[src/common/spd_sensor_defines.vh]
// Constants for the module thermal sensor and presence-detect EEPROM
`ifndef SPD_SENSOR_DEFINES_VH
`define SPD_SENSOR_DEFINES_VH
`define SENSOR_ADDR    7'h18
`define EE_ADDR_HI     6'h28
`define PTR_STATUS     8'h00
`define PTR_CONFIG     8'h01
`define PTR_UPPER      8'h02
`define PTR_LOWER      8'h03
`define PTR_CRIT       8'h04
`define PTR_TEMP       8'h05
`define PTR_HYST       8'h06
`define MODE_INTR      2'h0
`define MODE_COMP      2'h1
`define MODE_CRIT      2'h2
`define CFG_EN_BIT     3
`define CFG_RESET      16'h0008
`define UPPER_RESET    16'h0550
`define LOWER_RESET    16'h0000
`define CRIT_RESET     16'h05f0
`define HYST_RESET     16'h0010
`define TEMP_RESET     16'h0000
`define EE_RSV_LO      9'h100
`define EE_RSV_HI      9'h13f
`define EE_SWP_TOP     9'h17f
`define SCL_MAX_KHZ    1000
`endif

[src/rtl/spd_sensor.v]
// Two-wire target: thermal sensor with alert output and 512-byte presence-detect store
// Contract
// Temperature register refreshes on each new sample with no host action.
// Temperature register readable any time, latest value, no clock stretching.
// Alert pin is open-drain, pulled low on configured temperature events.
// EEPROM activity never touches the alert output.
// Exactly three alert modes: interrupt, comparator, critical-only.
// Interrupt mode holds alert until host writes one to clear-event bit.
// Comparator mode releases alert once the condition is gone.
// Critical limit comparison always behaves as comparator.
// Critical-only asserts above limit, holds until below limit minus hysteresis.
// 512 bytes in four 128-byte blocks, each separately write-protectable.
// Bytes 256 to 319 always read as zero.
// Lower 384 bytes factory content; upper 128 bytes free for customer.
// Pure bus target; every transfer timed by host serial clock.
// Serial clock up to 1 MHz accepted; host must not exceed it. The bench host runs a 125 ns (8 MHz) serial clock.
// Store reachable only through the two-wire interface.
// Software protection blocks writes to bytes 0..383; upper block always writable. Here block_wp[3] can still protect the upper block.
// Protected byte stays unchanged, transfer still acknowledged normally.
`timescale 1ns/1ns
`include "spd_sensor_defines.vh"
module spd_sensor #(
   parameter [6:0] SENSOR_ADDR = `SENSOR_ADDR,
   parameter [5:0] EE_ADDR_HI  = `EE_ADDR_HI
) (
   input  wire        clk_sys,
   input  wire        reset_n,
   input  wire        scl_in,
   input  wire        sda_in,
   output wire        sda_out,
   output wire        sda_oe,
   output wire        alert_n_out,
   output wire        alert_n_oe,
   input  wire [15:0] temp_sample,
   input  wire        temp_sample_valid,
   input  wire [3:0]  block_wp,
   input  wire        soft_wp
);
   localparam [5:0] S_IDLE = 6'h01;
   localparam [5:0] S_ADDR = 6'h02;
   localparam [5:0] S_ACK  = 6'h04;
   localparam [5:0] S_RX   = 6'h08;
   localparam [5:0] S_TX   = 6'h10;
   localparam [5:0] S_TACK = 6'h20;

   reg        scl_s1_r, scl_s2_r, scl_d_r;
   reg        sda_s1_r, sda_s2_r, sda_d_r;
   reg [5:0]  state_r;
   reg [3:0]  bitcnt_r;
   reg [7:0]  shift_r;
   reg        rw_r;
   reg        is_ee_r;
   reg        page_r;
   reg        first_r;
   reg        half_r;
   reg [7:0]  ptr_r;
   reg [7:0]  msb_hold_r;
   reg        sda_oe_r;
   reg [15:0] config_r, upper_r, lower_r, crit_r, hyst_r, temp_r;
   reg        intr_latch_r;
   reg        crit_hold_r;
   reg [7:0]  mem [0:511];

   wire scl_rise = scl_s2_r & ~scl_d_r;
   wire scl_fall = ~scl_s2_r & scl_d_r;
   wire start_c  = scl_s2_r & scl_d_r & sda_d_r & ~sda_s2_r;
   wire stop_c   = scl_s2_r & scl_d_r & ~sda_d_r & sda_s2_r;

   wire [8:0] ee_addr = {page_r, ptr_r};
   wire [1:0] blk     = ee_addr[8:7];

   // Protection by block, plus the reversible software lock on the lower 384 bytes
   wire ee_prot = block_wp[blk]
                | (soft_wp & (ee_addr <= `EE_SWP_TOP))
                | ((ee_addr >= `EE_RSV_LO) & (ee_addr <= `EE_RSV_HI));

   wire byte_done = (bitcnt_r == 4'h8) & scl_fall;
   wire addr_sens = (shift_r[7:1] == SENSOR_ADDR);
   wire addr_ee   = (shift_r[7:2] == EE_ADDR_HI);

   // Alert comparisons, signed temperatures
   wire win_evt  = ($signed(temp_r) > $signed(upper_r)) | ($signed(temp_r) < $signed(lower_r));
   wire crit_evt = $signed(temp_r) > $signed(crit_r);
   wire [15:0] crit_lo = crit_r - hyst_r;
   wire crit_clr = $signed(temp_r) < $signed(crit_lo);
   wire [1:0] mode = config_r[1:0];
   wire alert_en = config_r[`CFG_EN_BIT];

   wire clear_wr = (state_r == S_RX) & byte_done & ~first_r & ~is_ee_r & half_r
                 & (ptr_r == `PTR_STATUS) & shift_r[0];

   reg alert_c;
   always @* begin
      case (mode)
         `MODE_INTR: alert_c = intr_latch_r | crit_evt;
         `MODE_CRIT: alert_c = crit_hold_r;
         default:    alert_c = win_evt | crit_evt;
      endcase
   end

   reg alert_r;
   // Alert depends on sensor state only, so the store can never move it
   assign alert_n_out = 1'b0;
   assign alert_n_oe  = alert_r;
   assign sda_out     = 1'b0;
   assign sda_oe      = sda_oe_r;

   function [15:0] sens_rd;
      input [7:0]  p;
      input [15:0] st;
      begin
         case (p)
            `PTR_STATUS: sens_rd = st;
            `PTR_CONFIG: sens_rd = config_r;
            `PTR_UPPER:  sens_rd = upper_r;
            `PTR_LOWER:  sens_rd = lower_r;
            `PTR_CRIT:   sens_rd = crit_r;
            `PTR_TEMP:   sens_rd = temp_r;
            `PTR_HYST:   sens_rd = hyst_r;
            default:     sens_rd = 16'h0000;
         endcase
      end
   endfunction

   wire [15:0] status_w = {14'h0000, crit_evt, intr_latch_r};
   wire [15:0] sens_word = sens_rd(ptr_r, status_w);
   wire rsv = (ee_addr >= `EE_RSV_LO) & (ee_addr <= `EE_RSV_HI);
   wire [7:0] tx_byte = is_ee_r ? (rsv ? 8'h00 : mem[ee_addr])
                                : (half_r ? sens_word[7:0] : sens_word[15:8]);

   // Pin inputs cross into clk_sys through two flops before any use
   always @(posedge clk_sys or negedge reset_n) begin
      if (!reset_n) begin
         scl_s1_r <= 1'b1;
         scl_s2_r <= 1'b1;
         scl_d_r  <= 1'b1;
         sda_s1_r <= 1'b1;
         sda_s2_r <= 1'b1;
         sda_d_r  <= 1'b1;
      end else begin
         scl_s1_r <= scl_in;
         scl_s2_r <= scl_s1_r;
         scl_d_r  <= scl_s2_r;
         sda_s1_r <= sda_in;
         sda_s2_r <= sda_s1_r;
         sda_d_r  <= sda_s2_r;
      end
   end

   // Bus target engine; never stretches the clock, so the host alone paces it
   always @(posedge clk_sys or negedge reset_n) begin
      if (!reset_n) begin
         state_r    <= S_IDLE;
         bitcnt_r   <= 4'h0;
         shift_r    <= 8'h00;
         rw_r       <= 1'b0;
         is_ee_r    <= 1'b0;
         page_r     <= 1'b0;
         first_r    <= 1'b0;
         half_r     <= 1'b0;
         ptr_r      <= 8'h00;
         msb_hold_r <= 8'h00;
         sda_oe_r   <= 1'b0;
      end else if (start_c) begin
         state_r  <= S_ADDR;
         bitcnt_r <= 4'h0;
         half_r   <= 1'b0;
         sda_oe_r <= 1'b0;
      end else if (stop_c) begin
         state_r  <= S_IDLE;
         sda_oe_r <= 1'b0;
      end else begin
         case (state_r)
            S_ADDR: begin
               if (scl_rise) begin
                  shift_r  <= {shift_r[6:0], sda_s2_r};
                  bitcnt_r <= bitcnt_r + 4'h1;
               end else if (byte_done) begin
                  if (addr_sens | addr_ee) begin
                     is_ee_r  <= addr_ee;
                     if (addr_ee)
                        page_r <= shift_r[1];
                     rw_r     <= shift_r[0];
                     first_r  <= ~shift_r[0];
                     sda_oe_r <= 1'b1;
                     state_r  <= S_ACK;
                  end else begin
                     state_r <= S_IDLE;
                  end
               end
            end
            S_ACK: begin
               if (scl_fall) begin
                  bitcnt_r <= 4'h0;
                  if (rw_r) begin
                     shift_r  <= tx_byte;
                     sda_oe_r <= ~tx_byte[7];
                     if (is_ee_r)
                        ptr_r <= ptr_r + 8'h01;
                     else
                        half_r <= ~half_r;
                     state_r  <= S_TX;
                  end else begin
                     sda_oe_r <= 1'b0;
                     state_r  <= S_RX;
                  end
               end
            end
            S_RX: begin
               if (scl_rise) begin
                  shift_r  <= {shift_r[6:0], sda_s2_r};
                  bitcnt_r <= bitcnt_r + 4'h1;
               end else if (byte_done) begin
                  // Every byte is acknowledged, protected or not
                  sda_oe_r <= 1'b1;
                  state_r  <= S_ACK;
                  if (first_r) begin
                     ptr_r   <= shift_r;
                     first_r <= 1'b0;
                     half_r  <= 1'b0;
                  end else if (is_ee_r) begin
                     ptr_r <= ptr_r + 8'h01;
                  end else begin
                     msb_hold_r <= shift_r;
                     half_r     <= ~half_r;
                  end
               end
            end
            S_TX: begin
               if (scl_rise) begin
                  bitcnt_r <= bitcnt_r + 4'h1;
               end else if (byte_done) begin
                  sda_oe_r <= 1'b0;
                  state_r  <= S_TACK;
               end else if (scl_fall) begin
                  shift_r  <= {shift_r[6:0], 1'b0};
                  sda_oe_r <= ~shift_r[6];
               end
            end
            S_TACK: begin
               if (scl_rise && sda_s2_r) begin
                  state_r <= S_IDLE;
               end else if (scl_fall) begin
                  bitcnt_r <= 4'h0;
                  shift_r  <= tx_byte;
                  sda_oe_r <= ~tx_byte[7];
                  if (is_ee_r)
                     ptr_r <= ptr_r + 8'h01;
                  else
                     half_r <= ~half_r;
                  state_r  <= S_TX;
               end
            end
            S_IDLE: begin
               sda_oe_r <= 1'b0;
            end
            default: begin
               state_r  <= S_IDLE;
               sda_oe_r <= 1'b0;
            end
         endcase
      end
   end

   wire sens_wr = (state_r == S_RX) & byte_done & ~first_r & ~is_ee_r & half_r;
   wire [15:0] wr_word = {msb_hold_r, shift_r};

   // Sensor registers and alert state
   always @(posedge clk_sys or negedge reset_n) begin
      if (!reset_n) begin
         config_r     <= `CFG_RESET;
         upper_r      <= `UPPER_RESET;
         lower_r      <= `LOWER_RESET;
         crit_r       <= `CRIT_RESET;
         hyst_r       <= `HYST_RESET;
         temp_r       <= `TEMP_RESET;
         intr_latch_r <= 1'b0;
         crit_hold_r  <= 1'b0;
         alert_r      <= 1'b0;
      end else begin
         if (temp_sample_valid)
            temp_r <= temp_sample;
         if (sens_wr) begin
            case (ptr_r)
               `PTR_CONFIG: config_r <= wr_word;
               `PTR_UPPER:  upper_r  <= wr_word;
               `PTR_LOWER:  lower_r  <= wr_word;
               `PTR_CRIT:   crit_r   <= wr_word;
               `PTR_HYST:   hyst_r   <= wr_word;
               default:     config_r <= config_r;
            endcase
         end
         // A fresh event in the clearing cycle keeps the latch set
         if (win_evt && mode == `MODE_INTR)
            intr_latch_r <= 1'b1;
         else if (clear_wr || mode != `MODE_INTR)
            intr_latch_r <= 1'b0;
         if (crit_evt)
            crit_hold_r <= 1'b1;
         else if (crit_clr)
            crit_hold_r <= 1'b0;
         alert_r <= alert_en & alert_c;
      end
   end

   // Store reached only through the serial engine; protected bytes left as they are
   always @(posedge clk_sys) begin
      if ((state_r == S_RX) && byte_done && !first_r && is_ee_r && !ee_prot)
         mem[ee_addr] <= shift_r;
   end

endmodule // spd_sensor

[config.mk]
export PLATFORM = sky130hd
export DESIGN_NAME = spd_sensor
export DESIGN_NICKNAME = d
export VERILOG_FILES = /design/src/rtl/spd_sensor.v
export VERILOG_INCLUDE_DIRS = /design/src /design/src/common
export SDC_FILE = /design/constraint.sdc
export NUM_CORES = 2
export LEC_CHECK = 0
export BUFFER_PORTS_ARGS = -buffer_cell sky130_fd_sc_hd__buf_4
export CAP_MARGIN = 20
export CORE_ASPECT_RATIO = 1.4
export CORE_MARGIN = 2
export CORE_UTILIZATION = 35
export DETAILED_ROUTE_END_ITERATION = 8
export PLACE_DENSITY = 0.56
export SETUP_SLACK_MARGIN = 0.1
export SLEW_MARGIN = 20
export SYNTH_ARGS = -nofsm -noshare
export SYNTH_HDL_FRONTEND = slang
export SYNTH_SLANG_ARGS = --single-unit
export TNS_END_PERCENT = 50
[constraint.sdc]
create_clock -name clk_sys -period 11.6 [get_ports clk_sys]
set_input_delay 1.16 -clock clk_sys [delete_from_list [all_inputs] [get_ports clk_sys]]
set_output_delay 1.16 -clock clk_sys [all_outputs]
set_load 0.02 [all_outputs]
==> metrics.txt <==
status=finished, violations left; failing checks=design-rule violations; Clock Skews=0.0857 ns; drt total wl=468000 um; clock root buffer=clkbuf_16; initial antenna violation count=29; Synth Cell Area=0.167 mm^2; highest clock rate=152 MHz; DR WL/cell=30.8 um; CTS Hold Bufs=0; CP Max Fanout=86; total core area=0.477 mm^2; Slew HR=15.8%; Flop pwr share=55.6%; Die H=822 um; final worst path period need=6.58 ns; Setup Fix Bufs, Post-CTS=0; Post-Route Setup TNS=0 ns; Cell Pwr Density=179 mW/mm^2; switch share=22.6%; Final Net Count=8646; Leakage Power=57.4 nW; HPWL after DPL=287000 um; Max Cap Violations=0; vias in the first global route=85000; Pre-antenna DRT Iters=8; Area growth syn-to-layout=13.4%; Clock Tree Buf Depth=4; fin crit share=56.8%; RSZ-0062 raised after global routing=false; worst reg2reg path depth=11; first-pass GRT wire length=660000 um; Post-synth EDFFs=4096; P_sw=7.69 mW; clock tree sinks=4241; fillcell total=42200; Top Ports=30; die width=589 um; routed vias=82500; initial core utilization=35.1%; dominant synthesized flop cell=edfxtp_1; average size of a mapped cell=21.2 um^2; initial detailed-routing violation count=9697; CTS tree=built; Post-CTS Resized=0; Mapped Cells=7906; Cell variety after synth=74; synthesis-stage register bit count=4241; Vias/cell=5.43; GR Overflow Total=0; critical path capture point type=flip-flop; Clk pin slew, worst setup/hold paths=0.07 ns; R2R Path Start=ptr_r[0]; VDD IR max=0.226 mV; post-synthesis sequential area ratio=75.6%; actual slew at the worst max-slew pin=1.25 ns; fraction of layout cells with a size suffix above 1=24.1%; Comb power frac=5.9%; Final Hold Fails=0; drt drc=2; TritonCTS buffer count=387; latest clock arrival within the worst-skew pair=0.97 ns; FF-to-FF End=shift_r[2]; startpoint types=flip-flop; Port Buf Inserts=27; Total GRT Usage=19.1%; FP Rows=300; Clk pwr share=38.5%; H-tree level count=5; Hold WS=0.260 ns; R2R setup slack=5.02 ns; crit path DAT=7.39 ns; GPL Wtd Cong=0.866; die area=0.484 mm^2; ys async rst share=3.42%; largest net degree at the start of global routing=242; final setup fails=0; hold crit path type=input port to asynchronous set/reset pin; Final ANT Viol Nets=0; Crit path required time=12.41 ns; CP Class=flip-flop to flip-flop; Yosys warning total=0; Final Max Tran Viols=0; Internal=26.3 mW
-- synth_stat cells, types with 9 or more instances --
master	count	share of area, %
nor3_1	39	0.12
a21oi_1	85	0.25
o211ai_1	15	0.067
and2_1	12	0.045
nand2_1	256	0.57
buf_6	30	0.20
nand2b_1	13	0.049
mux2i_1	198	1.2
a32oi_1	46	0.24
o22ai_1	28	0.10
dfrtp_1	126	1.9
ha_1	83	0.62
dfstp_2	19	0.30
inv_1	82	0.18
buf_4	54	0.24
nand3_1	88	0.26
buf_1	35	0.078
a222oi_1	14	0.084
o21a_1	13	0.058
mux2_2	106	0.71
mux4_2	1140	15
a22oi_1	90	0.40
edfxtp_1	4096	73
nand4_1	25	0.093
clkbuf_1	246	0.55
a221oi_1	18	0.094
and3_1	14	0.052
nor2b_1	20	0.075
nor2_1	535	1.2
a211oi_1	9	0.040
xor2_1	9	0.047
o21ai_0	79	0.24
nor4_1	18	0.067
o221ai_1	17	0.089
buf_2	104	0.31
a21o_1	21	0.094
a31oi_1	15	0.056
-- final cells by class --
class                           count  area, um^2  area share, %
Antenna cell                       13        32.5         0.0171
Clock buffer                      474       10200           5.39
Clock inverter                    224        2470           1.30
Tap cell                         6342        7940           4.18
Multi-Input combinational cell   3600       40200           21.2
Timing Repair Buffer              223        1950           1.02
Sequential cell                  4241      127000           66.7
Inverter                           83         320          0.169
-- cell families after synthesis --
family          synth area share (%)
flops                           75.6
mux                             17.2
simple gates                    2.74
buf+inv                         1.59
compound gates                  2.09
fa+ha+maj                      0.632
xor+xnor                      0.0837
other cells                  0.00224
-- per-layer routing --
| metal | wire length (um) | share of wire, % | vias up | GRT usage (%) |
|---|---|---|---|---|
| met3 | 30500 | 6.5 | 830 | 2.92 |
| met1 | 172000 | 37 | 44700 | 23.0 |
| met4 | 24900 | 5.3 | 12 | 8.94 |
| li1 | - | - | 33700 | - |
| met5 | 301 | 0.064 | - | 0 |
| met2 | 241000 | 51 | 3280 | 33.4 |
-- power by group through the flow --
| stage | clock [mW] | combinational (mW) | sequential, mW |
|---|---|---|---|
| 2_1_floorplan | 0 | 0.313 | 20.4 |
| 3_3_place_gp | 0 | 1.88 | 19.2 |
| 3_5_place_dp | 0 | 2.01 | 19.2 |
| 4_1_cts | 13.3 | 2.00 | 18.9 |
| 5_1_grt | 13.8 | 2.17 | 18.9 |
| 6_report | 13.1 | 2.00 | 18.9 |
-- critical path: stages, from the launching register on --
cell	delay (ns)
dfrtp_4	0.90
buf_12	0.53
buf_4	0.67
buf_4	0.67
buf_4	0.55
mux4_2	0.58
mux4_2	0.49
a22o_1	0.25
nor4_1	0.85
nand4_1	0.19
o221ai_1	0.22
nand2_1	0.08
-- how the worst max path moves through the flow --
stage	end	startpoint
floorplan	sda_oe	shift_r[1]
global placement	shift_r[2]	ptr_r[0]
detailed placement	shift_r[2]	ptr_r[0]
CTS	shift_r[2]	ptr_r[0]
global route	sda_oe	ptr_r[0]
finish	shift_r[2]	ptr_r[0]
-- registers in the layout (all words and copies together), names as in the netlist, 4 cells and up --
| name | cells |
|---|---|
| config_r | 16 |
| hyst_r | 16 |
| shift_r | 8 |
| temp_r | 16 |
| mem | 4096 |
| ptr_r | 8 |
| crit_r | 16 |
| state_r | 6 |
| msb_hold_r | 8 |
| lower_r | 16 |
| upper_r | 16 |
| bitcnt_r | 4 |
-- cells in the final DEF (no fill, tap or decap), types with 13 or more instances in the layout --
cell type	count
edfxtp_1	4096
mux4_2	1140
nor2_1	522
conb_1	490
clkbuf_16	396
nand2_1	238
buf_4	199
mux2i_1	197
dfrtp_1	111
mux2_2	106
a22oi_1	90
nand3_1	88
a21oi_1	84
ha_1	83
inv_1	80
o21ai_0	77
clkbuf_1	74
clkinv_2	70
clkinv_1	59
bufinv_16	49
a32oi_1	46
nor3_1	33
o22ai_1	28
nand4_1	25
a21o_1	21
clkinvlp_4	21
dfstp_2	19
a221oi_1	18
nor4_1	17
o221ai_1	17
buf_12	17
nor2b_1	15
o211ai_1	15
a31oi_1	15
a222oi_1	14
diode_2	13
and3_1	13
o21a_1	13
-- metrics by stage --
step,cells,setup WS [ns],utilization [%],instance area (um^2),power [mW]
global placement,14500,4.95,37.1,177000,21.1
floorplan,8395,3.53,-,169000,20.7
detailed placement,14500,4.98,37.1,177000,21.2
finish,15200,5.02,39.8,190000,34.0
global route,15200,4.58,39.8,190000,34.9
CTS,15200,4.98,39.8,190000,34.2
(Power assumes the default switching activity.)
